--- config.mk ---
export PLATFORM = sky130hd
export DESIGN_NAME = hsr_rail_sequencer
export DESIGN_NICKNAME = d
export VERILOG_FILES = /design/src/hsr_pkg.sv /design/src/hsr_rail_sequencer.sv /design/src/hsr_req_filter.sv
export SDC_FILE = /design/constraint.sdc
export NUM_CORES = 1
export LEC_CHECK = 0
export BUFFER_PORTS_ARGS = -buffer_cell sky130_fd_sc_hd__buf_4
export CORE_MARGIN = 3
export CORE_UTILIZATION = 45
export CTS_BUF_LIST = sky130_fd_sc_hd__clkbuf_4 sky130_fd_sc_hd__clkbuf_8
export CTS_CLUSTER_SIZE = 24
export DETAILED_ROUTE_END_ITERATION = 16
export GPL_TIMING_DRIVEN = 0
export PLACE_DENSITY = 0.77
export SYNTH_ARGS = -nofsm -noshare
export SYNTH_HDL_FRONTEND = slang
export SYNTH_SLANG_ARGS = --single-unit
export TNS_END_PERCENT = 30
--- constraint.sdc ---
create_clock -name ref_clk_in -period 5.6 [get_ports ref_clk_in]
set_input_delay 0.56 -clock ref_clk_in [delete_from_list [all_inputs] [get_ports ref_clk_in]]
set_output_delay 0.56 -clock ref_clk_in [all_outputs]
set_load 0.1 [all_outputs]
--- src/hsr_pkg.sv ---
// Package of constants and types for the hot-swap rail sequencer
package hsr_pkg;

  // ****************************************************************
  // Channel count and order (index 0 ramps first)
  // ****************************************************************
  localparam int unsigned NUM_CH = 4; // 5.15 V, 5 V, 3.3 V, negative
  localparam logic [1:0] CH_FIRST = 2'h0; // First rail in the order
  localparam logic [1:0] CH_LAST = 2'h3; // Last rail in the order

  // ****************************************************************
  // Timing
  // ****************************************************************
  localparam int unsigned CLK_HZ = 25000000; // Reference clock rate
  localparam int unsigned REQ_FILT_US = 100; // Request filter time
  // Least time in whole cycles, never below one
  localparam int unsigned REQ_FILT_CYC =
    (REQ_FILT_US * (CLK_HZ / 1000000) + 0) > 0 ?
    REQ_FILT_US * (CLK_HZ / 1000000) : 1;
  localparam int unsigned FILT_W = 12; // Filter counter width
  localparam logic [FILT_W-1:0] FILT_MAX =
    FILT_W'(REQ_FILT_CYC - 1); // Terminal count of the filter

  // ****************************************************************
  // Reset values
  // ****************************************************************
  localparam logic RST_REQ_N = 1'b1; // Filtered request idles high
  localparam logic RST_OK_N = 1'b1; // Power-good idles released
  localparam logic [NUM_CH-1:0] RST_DRIVE = 4'h0; // Switches off

  // ****************************************************************
  // Sequencer states, Gray coded from sleep through ramp-down
  // ****************************************************************
  typedef enum logic [2:0] {
    HSR_SLEEP = 3'h0, // Off, low power
    HSR_CHECK = 3'h1, // Validating input rails
    HSR_RAMP_UP = 3'h3, // Ramping current channel
    HSR_ON = 3'h2, // All rails good
    HSR_RAMP_DN = 3'h6, // Ramping off in reverse
    HSR_FAULT = 3'h7 // Latched off
  } hsr_state_t;

endpackage

--- src/hsr_rail_sequencer.sv ---
// Sequencing and fault management of a four-rail hot-swap manager
// Functional notes
// - Rails valid and request low: start ramping
// - Request high: all rails off, sleep
// - Fixed order: 5.15V, 5V, 3.3V, negative
// - Check all input windows once before the first channel ramps
// - Ramp timer end: rail outside window faults
// - Keep monitoring load voltage after ramp
// - Peak current during charge: continue, no fault
// - All rails good: drive power-good low
// - Power-good released on any fault or off
// - Any supply missing: all switches off
// - Trip registered at twice peak current
// - Trip: all rails off, latched, power-good released
// - Fault cleared only by request toggle or power
// - Healthy release: ramp off in reverse order
// - Request filtered about 100 us both edges
// - Input window fault before ramp blocks start
// - Window monitoring starts at next channel's ramp
module hsr_rail_sequencer (
  // Clock and reset
  input wire logic ref_clk_in,
  input wire logic rstn_in,
  // Slot controller request, active low
  input wire logic power_req_n_in,
  // Per-channel supply presence (all four, own supply included)
  input wire logic [3:0] supply_present_in,
  // Per-channel window comparators on the muxed voltage
  input wire logic [3:0] low_window_check_in,
  input wire logic [3:0] high_window_check_in,
  // Per-channel current comparators
  input wire logic [3:0] peak_current_limit_in,
  input wire logic [3:0] overcurrent_trip_in,
  // Ramp generator: end of a sawtooth slot
  input wire logic ramp_slot_done_in,
  // Pass switch drives and current-limit select
  output logic [3:0] pass_switch_drive_out,
  output logic [3:0] current_limit_hold_out,
  // Window mux: 1 selects load sense, 0 input sense
  output logic sense_load_sel_out,
  // Ramp generator start and active channel
  output logic ramp_timing_cap_en_out,
  output logic [1:0] active_ch_out,
  // Open-drain power-good
  output logic rails_ok_n_out,
  output logic rails_ok_n_oe_out,
  // Status
  output logic fault_latched_out,
  output logic sleep_out
);

  // ****************************************************************
  // Request filter
  // ****************************************************************
  logic req_filt_n; // Filtered request, low asks for power

  hsr_req_filter u_filt (
    .ref_clk_in (ref_clk_in),
    .rstn_in (rstn_in),
    .raw_n_in (power_req_n_in),
    .filt_n_out (req_filt_n)
  );

  // ****************************************************************
  // State
  // ****************************************************************
  typedef struct packed {
    hsr_pkg::hsr_state_t state; // Sequencer state
    logic [1:0] ch; // Channel in its slot
    logic [3:0] drive; // Switches on
    logic [3:0] mon; // Channels under load monitoring
    logic [3:0] hold; // Channels held at peak limit
    logic load_sel; // Window mux select
    logic ramp_en; // Ramp generator active
    logic ok_n; // Power-good level
    logic ok_oe; // Power-good pull-down enabled
    logic fault; // Latched fault
    logic sleep; // Sleep indication
  } hsr_seq_st_t;

  hsr_seq_st_t st_q; // Registered state
  hsr_seq_st_t st_d; // Next state

  // Helper terms
  logic all_present; // Every supply up
  logic [3:0] win_bad; // Window fault per channel
  logic mon_fault; // A monitored load is out of window
  logic oc_any; // Any overcurrent trip

  // Window and current summaries
  always_comb begin
    all_present = &supply_present_in;
    win_bad = low_window_check_in | high_window_check_in;
    mon_fault = |(win_bad & st_q.mon);
    oc_any = |overcurrent_trip_in;
  end

  // ****************************************************************
  // Next-state logic
  // ****************************************************************
  always_comb begin
    st_d = st_q;
    st_d.hold = st_q.hold | (peak_current_limit_in & st_q.drive);
    unique case (st_q.state)
      // Off: wait for supplies and request
      hsr_pkg::HSR_SLEEP: begin
        st_d.sleep = 1'b1;
        st_d.ok_n = 1'b1;
        st_d.load_sel = 1'b0;
        if (all_present && !req_filt_n) begin
          st_d.state = hsr_pkg::HSR_CHECK;
          st_d.sleep = 1'b0;
        end
      end
      // Inputs must all be in window before the first ramp
      hsr_pkg::HSR_CHECK: begin
        st_d.load_sel = 1'b0;
        if (req_filt_n) begin
          st_d.state = hsr_pkg::HSR_SLEEP;
        end else if (win_bad == 4'h0) begin
          st_d.state = hsr_pkg::HSR_RAMP_UP;
          st_d.ch = hsr_pkg::CH_FIRST;
          st_d.drive = 4'h1;
          st_d.ramp_en = 1'b1;
          st_d.load_sel = 1'b1;
        end
      end
      // One channel ramps per slot, in fixed order
      hsr_pkg::HSR_RAMP_UP: begin
        if (req_filt_n) begin
          st_d.state = hsr_pkg::HSR_SLEEP;
          st_d.drive = hsr_pkg::RST_DRIVE;
          st_d.mon = 4'h0;
          st_d.ramp_en = 1'b0;
        end else if (mon_fault) begin
          st_d.state = hsr_pkg::HSR_FAULT;
        end else if (ramp_slot_done_in) begin
          if (win_bad[st_q.ch]) begin
            st_d.state = hsr_pkg::HSR_FAULT;
          end else begin
            st_d.mon[st_q.ch] = 1'b1;
            if (st_q.ch == hsr_pkg::CH_LAST) begin
              st_d.state = hsr_pkg::HSR_ON;
              st_d.ramp_en = 1'b0;
              st_d.ok_n = 1'b0;
            end else begin
              st_d.ch = st_q.ch + 2'h1;
              st_d.drive[st_q.ch + 2'h1] = 1'b1;
            end
          end
        end
      end
      // Healthy, all rails on and monitored
      hsr_pkg::HSR_ON: begin
        if (mon_fault) begin
          st_d.state = hsr_pkg::HSR_FAULT;
        end else if (req_filt_n) begin
          st_d.state = hsr_pkg::HSR_RAMP_DN;
          st_d.ok_n = 1'b1;
          st_d.ramp_en = 1'b1;
          st_d.mon = 4'h0;
        end
      end
      // Controlled shutdown, last channel first
      hsr_pkg::HSR_RAMP_DN: begin
        if (ramp_slot_done_in) begin
          st_d.drive[st_q.ch] = 1'b0;
          if (st_q.ch == hsr_pkg::CH_FIRST) begin
            st_d.state = hsr_pkg::HSR_SLEEP;
            st_d.ramp_en = 1'b0;
          end else begin
            st_d.ch = st_q.ch - 2'h1;
          end
        end
      end
      // Latched off until request released
      hsr_pkg::HSR_FAULT: begin
        if (req_filt_n) begin
          st_d.state = hsr_pkg::HSR_SLEEP;
          st_d.fault = 1'b0;
        end
      end
      default: begin
        st_d.state = hsr_pkg::HSR_FAULT;
      end
    endcase
    // Overcurrent overrides everything, request release included, while any switch is on
    if (oc_any && st_q.drive != 4'h0) begin
      st_d.state = hsr_pkg::HSR_FAULT;
    end
    // Any entry to fault drops all rails at once
    if (st_d.state == hsr_pkg::HSR_FAULT) begin
      st_d.drive = hsr_pkg::RST_DRIVE;
      st_d.mon = 4'h0;
      st_d.ramp_en = 1'b0;
      st_d.ok_n = 1'b1;
      st_d.fault = (st_q.state != hsr_pkg::HSR_FAULT) | st_q.fault;
      if (st_q.state == hsr_pkg::HSR_FAULT && req_filt_n) begin
        st_d.fault = 1'b0;
      end
    end
    if (st_d.state == hsr_pkg::HSR_FAULT && st_q.state !=
        hsr_pkg::HSR_FAULT) begin
      st_d.fault = 1'b1;
    end
    // Missing supply forces everything off
    if (!all_present) begin
      st_d.drive = hsr_pkg::RST_DRIVE;
      st_d.mon = 4'h0;
      st_d.ramp_en = 1'b0;
      st_d.ok_n = 1'b1;
      if (st_d.state != hsr_pkg::HSR_FAULT) begin
        st_d.state = hsr_pkg::HSR_SLEEP;
      end
    end
    // Limit hold only matters while a switch is on
    st_d.hold = st_d.hold & st_d.drive;
    // Pull-down enable kept in its own flop so the pin has no gate
    st_d.ok_oe = ~st_d.ok_n;
  end

  // State register
  always_ff @(posedge ref_clk_in or negedge rstn_in) begin
    if (!rstn_in) begin
      st_q.state <= hsr_pkg::HSR_SLEEP;
      st_q.ch <= hsr_pkg::CH_FIRST;
      st_q.drive <= hsr_pkg::RST_DRIVE;
      st_q.mon <= 4'h0;
      st_q.hold <= 4'h0;
      st_q.load_sel <= 1'b0;
      st_q.ramp_en <= 1'b0;
      st_q.ok_n <= hsr_pkg::RST_OK_N;
      st_q.ok_oe <= ~hsr_pkg::RST_OK_N;
      st_q.fault <= 1'b0;
      st_q.sleep <= 1'b1;
    end else begin
      st_q <= st_d;
    end
  end

  // ****************************************************************
  // Outputs straight from flip-flops, except rails_ok_n_out tied low
  // ****************************************************************
  assign pass_switch_drive_out = st_q.drive;
  assign current_limit_hold_out = st_q.hold;
  assign sense_load_sel_out = st_q.load_sel;
  assign ramp_timing_cap_en_out = st_q.ramp_en;
  assign active_ch_out = st_q.ch;
  assign rails_ok_n_out = 1'b0; // Open drain: only pulls low
  assign rails_ok_n_oe_out = st_q.ok_oe;
  assign fault_latched_out = st_q.fault;
  assign sleep_out = st_q.sleep;

endmodule

--- src/hsr_req_filter.sv ---
// Request input deglitch filter acting on both edges
module hsr_req_filter (
  // Clock and reset
  input wire logic ref_clk_in,
  input wire logic rstn_in,
  // Raw and filtered request
  input wire logic raw_n_in,
  output logic filt_n_out
);

  // ****************************************************************
  // State
  // ****************************************************************
  typedef struct packed {
    logic [hsr_pkg::FILT_W-1:0] cnt; // Cycles input has differed
    logic filt_n; // Accepted level
  } hsr_filt_st_t;

  hsr_filt_st_t st_q; // Registered state
  hsr_filt_st_t st_d; // Next state

  // Count while input differs; accept after full filter time
  always_comb begin
    st_d = st_q;
    if (raw_n_in == st_q.filt_n) begin
      st_d.cnt = '0; // Glitch dropped, restart
    end else if (st_q.cnt == hsr_pkg::FILT_MAX) begin
      st_d.filt_n = raw_n_in;
      st_d.cnt = '0;
    end else begin
      st_d.cnt = st_q.cnt + 1'b1;
    end
  end

  // State register
  always_ff @(posedge ref_clk_in or negedge rstn_in) begin
    if (!rstn_in) begin
      st_q.cnt <= '0;
      st_q.filt_n <= hsr_pkg::RST_REQ_N;
    end else begin
      st_q <= st_d;
    end
  end

  assign filt_n_out = st_q.filt_n;

endmodule

==> results.toml, run 1 <==
[clocking]
htree_levels = 2
ctsLongestPathBuffers = 2
clkLatencyLatePin_ns = 0.30
path_clk_slew_ns = 0.08
numCtsBuffers = 5
hold_buffers = 0
cts_root_buf = "clkbuf_8"
cts_tree = "done"
postCtsSetupBuffers = 0
cts.sinks = 36
cts_resized = 0

[pwr]
combPwrFrac_pct = 13.1
power_density_mw_per_mm2 = 208
clockPowerShare_pct = 40.4
switching_share_pct = 27.2
leakage_nw = 1.25
total_power_mw = 0.586
p_sw_mw = 0.159
p_int_mw = 0.427
max-vdd-ir-drop_v = 0.000142
p_seq_share_pct = 46.5

[critical_path]
setup.worst_path.class = "reg -> reg"
crit_fanout = 10
cpPeakStageDelay_ns = 0.47
r2r_cells = 8
crit_chain = "clkbuf_1 -> nor4b_2 -> nand4_1 -> and2_1 -> o211a_2 -> o21ai_4 -> buf_6 -> a211oi_2"
reg2reg_slack_ns = 3.14
critPathRequiredTime_ns = 5.76
crit_path_start_kind = "flop"
cp_num_buf_inv = 2
cp_top_family = "simple AND/OR/NAND/NOR gates"
arrival_ns = 2.62
timing.rr.end = "rails_ok_n_oe_out"
cp_slowest_cell = "nor4b_2"
end_kind = "flop"
r2r-start = "st_q[20]"

[logic_synthesis]
syn_nets = 292
syn_area_mm2 = 0.00233
synthFlopType = "dfrtp_1"
yosysWarnings = 0
synth-edff-count = 0
synth_top_area_share_pct = 35.4
syn_avg_cell_area_um2 = 8.88
syn_inst = 263
yosys_register_bits = 36
synth_top_cell_by_area = "dfrtp_1"
synth_cell_types = 52
synthArstFlopShare_pct = 100
synth_seq_area_share_pct = 38.7
synthTopCellsByArea = "dfrtp_1 (35%), nor2_1 (5.0%), nand2_1 (4.0%)"

[grt]
grt_pass1_wl_um = 9400
track_usage_pct = 19.4
antenna_found_initial = 0
grt_pass1_vias = 2008
grt_overflow = 0
grt_max_degree = 37

[finish]
n_fill_cell = 481
diodes = 0
drive_gt1_share_pct = 26.9
final_cell_mix = "buf_4 (50), dfrtp_1 (33), nor2_1 (31), nand2_1 (25), o21ai_0 (18)"
nNetsFinal = 337
area_growth_pct = 20.6
design_area_mm2 = 0.00282
final-seq-area_um2 = 905
layout_commonest_cell = "buf_4"
multiInputGateArea_mm2 = 0.00127
post-route-util_pct = 57.7

[run]
cap_violations = 0

[routing]
routed_via_density = 5.61
vias = 2109
remaining_drc_errors = 0
ant_nets = 0
drt-total-wl_um = 5650
drt-initial-drc-count = 104
wl_per_cell_um = 15.0
first_pass_iters = 4

[timing]
fin_crit_sh_pct = 43.9
skew_ns = 0.0100
setup_violations = 0
fin_setup_tns_ns = 0
rsz0062_at_grt = "no"
final-hold-violation-count = 0
report.final.slew_viol_count = 0
holdWs_ns = 0.206
max_slew.worst_pin.slew_ns = 0.544
min_period_ns = 2.46
fmax_mhz = 407
slew_headroom_pct = 63.4

[floorplan]
std_cell_rows = 25
coreArea_mm2 = 0.00488
dieHeight_um = 78.0
top_level_ports = 40
die_w_um = 78.0
initial_utilization_pct = 47.8
dieArea_mm2 = 0.00609

[place]
io_buffers = 38
place_hpwl_um = 4240
placed_area_mm2 = 0.00270
gp_congestion = 0.939

[hold_path]
hp-class = "in -> async"

[status]
status = "finished clean"
-- Yosys cell counts, types with 5 or more instances --
library cell,n
dfrtp_1,33
nor2_1,31
nand2_1,25
o21ai_0,18
a21oi_1,17
buf_4,12
nor3_1,10
xor2_1,8
nand3_1,7
and3_1,6
clkbuf_1,5
ha_1,5
nand2b_1,5
nand4_1,5
nor4_1,5
-- cell type report --
type,count,share of cell area (%)
inverters,3,0.400
plain buffers,22,5.20
repair buffers,38,10.1
multi-input cells,202,45.2
clock buffers,5,2.44
well taps,67,2.98
clock inverters,3,1.51
flip-flops and latches,36,32.1
-- per-stage QoR --
step	cells	worst slack [ns]
finish	376	3.14
global route	376	3.02
CTS	376	3.17
detailed placement	368	3.04
global placement	368	3.04
floorplan	263	3.36
-- state kept, by name, indices dropped and copies added, names as in the netlist --
name                    flops
u_filt.filt_n_out           1
fault_latched_out           1
pass_switch_drive_out       4
u_filt.st_q                12
sleep_out                   1
ramp_timing_cap_en_out      1
sense_load_sel_out          1
st_q                        8
active_ch_out               2
current_limit_hold_out      4
rails_ok_n_oe_out           1
-- layer usage --
layer  vias to the layer above  track usage (%)  wire length, µm
li1                       1019                -                -
met1                      1001             26.2             2490
met2                        79             30.7             2700
met3                        10             4.82              377
met4                         0             6.29               87
met5                         -                0                0
-- worst max-delay path by stage --
stage / start / end / slack (ns) / cells after the start
finish: st_q[20] / rails_ok_n_oe_out / 3.14 / 8
global route: active_ch_out[0] / pass_switch_drive_out[3] / 3.02 / 9
CTS: st_q[20] / pass_switch_drive_out[3] / 3.17 / 8
detailed placement: overcurrent_trip_in[1] / rails_ok_n_oe_out / 3.04 / 8
global placement: overcurrent_trip_in[1] / rails_ok_n_oe_out / 3.04 / 8
floorplan: high_window_check_in[2] / fault_latched_out / 3.36 / 6
-- power groups by stage --
stage / clock network (mW) / registers [mW] / logic (mW)
finish: 0.236 / 0.273 / 0.0767
global route: 0.251 / 0.274 / 0.0838
CTS: 0.238 / 0.273 / 0.0773
detailed placement: 0 / 0.278 / 0.0770
global placement: 0 / 0.277 / 0.0752
floorplan: 0 / 0.285 / 0.0376
-- kinds of logic after synthesis --
kind of cell             after synthesis  synth area share (%)
other                                  1                 0.161
flip-flops                            36                  38.7
XOR/XNOR                              11                  4.13
buffers and inverters                 25                  6.75
multiplexers                           5                  3.32
adder cells (fa/ha/maj)                5                  2.68
AND/OR/NAND/NOR                      115                  25.0
AO/OA/AOI/OAI                         65                  19.2
Power figures use the tool's default switching activity.
==> run 2, diff against run 1 <==
- PLACE_DENSITY: 0.77 -> 0.8
- clock period: 5.6 -> 1.95 ns (I/O delays scaled with it)
==> run 2 against run 1 <==
  * The flow now finishes with violations (setup timing)
  * Global-route usage increased by 1.4 points
  * Clock-buffer cell count did not move
  * Via count increased by 5.5%
  * Utilization grew 6.6 points
  * Total power grew to 2.7 times the previous value
  * Die area unchanged
  * Sequential cell count stayed put
  * Worst setup slack worse by 3.3 ns
  * Fmax rose by 17%
  * Wire length grew 8.2%
  * Worst hold slack got worse by 0.063 ns
==> results.toml, run 2 (synthesis results as in run 1) <==
[finish]
diodes = 0
drive_gt1_share_pct = 39.5
design_area_mm2 = 0.00314
n_fill_cell = 424
area_growth_pct = 34.5
final-seq-area_um2 = 913
multiInputGateArea_mm2 = 0.00141
largestRegisters = "u_filt.st_q x12, st_q x8"
nNetsFinal = 360
final_cell_mix = "buf_4 (72), nor2_1 (28), dfrtp_1 (26), nand2_1 (25)"
regMostFlops = "u_filt.st_q"
largest_reg_flops = 12
layout_commonest_cell = "buf_4"

[timing]
rsz0062_at_grt = "yes"
holdWs_ns = 0.143
final-hold-violation-count = 0
setup_ws_ns = -0.145
setup_violations = 17
skew_ns = 0.00735
min_period_ns = 2.10
fmax_mhz = 477
report.final.slew_viol_count = 0
slew_headroom_pct = 66.3
fin_crit_sh_pct = 107
max_slew.worst_pin.slew_ns = 0.501

[critical_path]
end_kind = "flop"
critPathRequiredTime_ns = 2.16
setup.worst_path.class = "reg -> reg"
crit_fanout = 5
crit_path_start_kind = "flop"
arrival_ns = 2.31

[floorplan]
dieHeight_um = 78.0
dieArea_mm2 = 0.00609
die_w_um = 78.0
top_level_ports = 40
initial_utilization_pct = 47.8
coreArea_mm2 = 0.00488
std_cell_rows = 25

[pwr]
leakage_nw = 1.40
clockPowerShare_pct = 34.0
p_seq_share_pct = 49.7
p_int_mw = 1.12
p_sw_mw = 0.450
power_density_mw_per_mm2 = 500
combPwrFrac_pct = 16.2
max-vdd-ir-drop_v = 0.000474
switching_share_pct = 28.7

[hold_path]
hp-class = "in -> reg"

[clocking]
path_clk_slew_ns = 0.08
htree_levels = 2
clkLatencyLatePin_ns = 0.30
cts_root_buf = "clkbuf_8"
cts.sinks = 36
numCtsBuffers = 5
ctsLongestPathBuffers = 2
cts_tree = "done"

[run]
cap_violations = 0

[routing]
drt-initial-drc-count = 211
drt-total-wl_um = 6110
first_pass_iters = 4
vias = 2224
routed_via_density = 5.57
ant_nets = 0
remaining_drc_errors = 0
wl_per_cell_um = 15.3

[status]
status = "complete, but fails checks"
violations = "setup timing"

[grt]
grt_max_degree = 37
grt_pass1_vias = 2168
track_usage_pct = 20.8
grt_overflow = 0
grt_pass1_wl_um = 10100
antenna_found_initial = 0

[place]
gp_congestion = 0.861
io_buffers = 38
place_hpwl_um = 4100
placed_area_mm2 = 0.00271
-- run 2: cell count changes in the layout (fill, tap and decap cells not counted), sizes merged --
cell	previous run	this run
buf	55	78
clkinvlp	1	0
clkbuf	10	9
clkinv	1	3
dlygate4sd3	0	1
bufinv	1	0
-- run 2: path summary, 6_finish.rpt --
| path | cells after the start | to | slack (ns) | startpoint |
|---|---|---|---|---|
| min in group asynchronous | 2 | fault_latched_out | 0.38 | rstn_in |
| worst max register to register | 7 | rails_ok_n_oe_out | -0.15 | active_ch_out[1] |
| worst max-delay path | 7 | rails_ok_n_oe_out | -0.15 | active_ch_out[1] |
| worst min register to register | 1 | u_filt.st_q[1] | 0.48 | u_filt.st_q[1] |
| max in group asynchronous | 2 | pass_switch_drive_out[0] | 1.22 | rstn_in |
| worst min-delay path | 2 | u_filt.filt_n_out | 0.14 | power_req_n_in |
-- run 2: area by class of cell --
type | count | area share [%]
multi-input combinational | 202 | 45.0
sequential | 36 | 29.1
timing repair buffer | 64 | 15.7
buffer | 19 | 4.26
tap | 67 | 2.67
clock buffer | 5 | 2.19
clock inverter | 3 | 0.598
inverter | 3 | 0.438
-- run 2: worst max-delay path, stage by stage, from the launching register on --
cell      delay, ns
dfrtp_2        0.43
inv_4          0.07
mux4_2         0.59
a211oi_4       0.30
o211a_4        0.23
o21ai_4        0.10
buf_6          0.16
a211oi_2       0.14
-- run 2: routing by layer --
layer / wire length (µm) / vias up / track usage (%)
li1: - / 1060 / -
met1: 2530 / 1070 / 26.9
met2: 3060 / 79 / 34.2
met3: 395 / 15 / 4.82
met4: 134 / 0 / 7.17
met5: 0 / - / 0
-- run 2: power by group through the flow --
stage	Clock [mW]	Combinational, mW	Sequential, mW
floorplan	0	0.109	0.818
global placement	0	0.215	0.796
detailed placement	0	0.218	0.796
CTS	0.551	0.246	0.780
global route	0.580	0.275	0.783
finish	0.534	0.254	0.780
-- run 2: timing repair --
action / in CTS / in global routing
gates resized for setup: 24 / 20
hold endpoints to repair: 33 / 0
buffers inserted: 18 / 6
pin swaps: 13 / 9
cloned: 1 / 0
setup endpoints to repair: 20 / 20
hold buffers: 1 / 0
-- run 2: metrics by stage --
| step | util, % | worst slack, ns | total power, mW | cells | setup TNS, ns |
|---|---|---|---|---|---|
| after floorplan | - | -0.119 | 0.927 | 263 | -0.765 |
| after global placement | 55.6 | -0.571 | 1.01 | 368 | -9.31 |
| after detailed placement | 55.6 | -0.559 | 1.01 | 368 | -9.08 |
| after CTS | 61.9 | -0.149 | 1.58 | 393 | -1.59 |
| after global routing | 64.3 | -0.244 | 1.64 | 399 | -2.87 |
| final | 64.3 | -0.145 | 1.57 | 399 | -1.74 |
==> run 3, diff against run 2 <==
- RECOVER_POWER: default -> 100
==> run 3 against run 2 <==
  * The flow still finishes with violations (setup timing)
  * Cell area fell by 1.5%
  * Sequential power barely moved
  * First-iteration DRC count fell by 18%
  * Clock-buffer cell count did not move
  * Clock power fell by 0.7%
  * Combinational power fell by 2%
  * Worst setup slack got worse by 0.0063 ns
  * Register-to-register slack barely moved
  * Cell count did not move
  * Die area did not move
  * Critical path type unchanged
  * Utilization fell by 0.97 points
==> results.toml, run 3 (synthesis results as in run 1) <==
[clocking]
clkLatencyLatePin_ns = 0.29
cts_tree = "done"
path_clk_slew_ns = 0.08
cts_root_buf = "clkbuf_8"
numCtsBuffers = 5
ctsLongestPathBuffers = 2
htree_levels = 2
cts.sinks = 36

[critical_path]
critPathRequiredTime_ns = 2.16
arrival_ns = 2.31
end_kind = "flop"
crit_path_start_kind = "flop"
crit_fanout = 5
setup.worst_path.class = "reg -> reg"
startpoint = "active_ch_out[1]"
r2r-start = "active_ch_out[1]"

[finish]
largestRegisters = "u_filt.st_q x12, st_q x8"
design_area_mm2 = 0.00309
area_growth_pct = 32.4
final_cell_mix = "buf_4 (55), nor2_1 (28), dfrtp_1 (26), nand2_1 (25), clkbuf_2 (17)"
final-seq-area_um2 = 913
multiInputGateArea_mm2 = 0.00141
layout_commonest_cell = "buf_4"
n_fill_cell = 439
largest_reg_flops = 12
drive_gt1_share_pct = 38.9
diodes = 0
regMostFlops = "u_filt.st_q"
nNetsFinal = 360

[place]
placed_area_mm2 = 0.00271
place_hpwl_um = 4100
place_ws_ns = -0.559
io_buffers = 38
gp_congestion = 0.861

[floorplan]
top_level_ports = 40
dieArea_mm2 = 0.00609
die_w_um = 78.0
initial_utilization_pct = 47.8
dieHeight_um = 78.0
coreArea_mm2 = 0.00488
std_cell_rows = 25

[routing]
wl_met1_um = 2560
routed_via_density = 5.60
drt-initial-drc-count = 172
met3_length_um = 398
wl_met2_um = 3000
remaining_drc_errors = 0
ant_nets = 0
top_layer = "met4"
drt-total-wl_um = 6130
vias = 2236
first_pass_iters = 5
wl_per_cell_um = 15.4

[timing]
min_period_ns = 2.10
max_slew.worst_pin.slew_ns = 0.872
final-hold-violation-count = 0
slew_headroom_pct = 41.9
holdWs_ns = 0.147
fin_setup_tns_ns = -1.81
fin_crit_sh_pct = 108
setup_violations = 17
report.final.slew_viol_count = 0
skew_ns = 0.00735
fmax_mhz = 476
rsz0062_at_grt = "yes"
setup_ws_ns = -0.151

[grt]
antenna_found_initial = 0
grt_pass1_vias = 2168
track_usage_pct = 20.8
grt_max_degree = 37
grt_overflow = 0
grt_pass1_wl_um = 10100

[pwr]
power_density_mw_per_mm2 = 504
p_sw_mw = 0.446
clockPowerShare_pct = 34.0
p_int_mw = 1.11
combPwrFrac_pct = 16.0
max-vdd-ir-drop_v = 0.000473
p_seq_share_pct = 50.0
leakage_nw = 1.38
switching_share_pct = 28.6

[status]
status = "complete, but fails checks"
violations = "setup timing"

[run]
cap_violations = 0

[hold_path]
hp-class = "in -> reg"
hold_path.startpoint = "power_req_n_in"
[run 3: cell types whose count changed in the layout (fill, tap and decap cells not counted), sizes merged]
cell and delta:
clkbuf +17, buf -17
[run 3: what timing repair did]
action                                  in CTS  in global routing
buffers inserted                            18                  6
resized for setup                           24                 20
hold buffers                                 1                  0
pin swaps                                   13                  9
gates cloned                                 1                  0
endpoints found under the setup margin      20                 20
hold endpoints to repair                    33                  0
[run 3: cell type report]
cell class,count,share of cell area (%)
clock inverters,3,0.607
well taps,67,2.71
multi-input cells,202,45.6
clock buffers,5,2.23
flip-flops and latches,36,29.5
repair buffers,64,14.6
inverters,3,0.445
plain buffers,19,4.33
[run 3: stage by stage]
stage               cells  power, mW  util [%]
floorplan             263      0.927         -
global placement      368       1.01      55.6
detailed placement    368       1.01      55.6
CTS                   393       1.58      61.9
global route          399       1.63      63.4
finish                399       1.56      63.4
[run 3: worst paths after layout]
kind	depth (start not counted)	to	slack, ns
worst max-delay path	7	rails_ok_n_oe_out	-0.15
worst min-delay path	2	u_filt.filt_n_out	0.15
worst max register to register	7	rails_ok_n_oe_out	-0.15
worst min register to register	1	u_filt.st_q[1]	0.48
max in group asynchronous	2	pass_switch_drive_out[0]	0.80
min in group asynchronous	2	fault_latched_out	0.54
[run 3: power groups by stage]
stage          clock (mW)  combinational (mW)  sequential [mW]
5_1_grt             0.580               0.271            0.783
3_3_place_gp            0               0.215            0.796
4_1_cts             0.551               0.246            0.780
6_report            0.530               0.249            0.780
3_5_place_dp            0               0.218            0.796
2_1_floorplan           0               0.109            0.818
[run 3: metal layers]
layer,GRT usage [%],vias to the layer above
met1,26.9,1065
met5,0,-
li1,-,1059
met2,34.2,91
met3,4.82,21
met4,7.17,0
[run 3: worst max-delay path, stage by stage (launching register included)]
cell      delay (ns)
dfrtp_2         0.43
inv_4           0.07
mux4_2          0.59
a211oi_4        0.30
o211a_4         0.23
o21ai_4         0.09
buf_6           0.16
a211oi_2        0.14
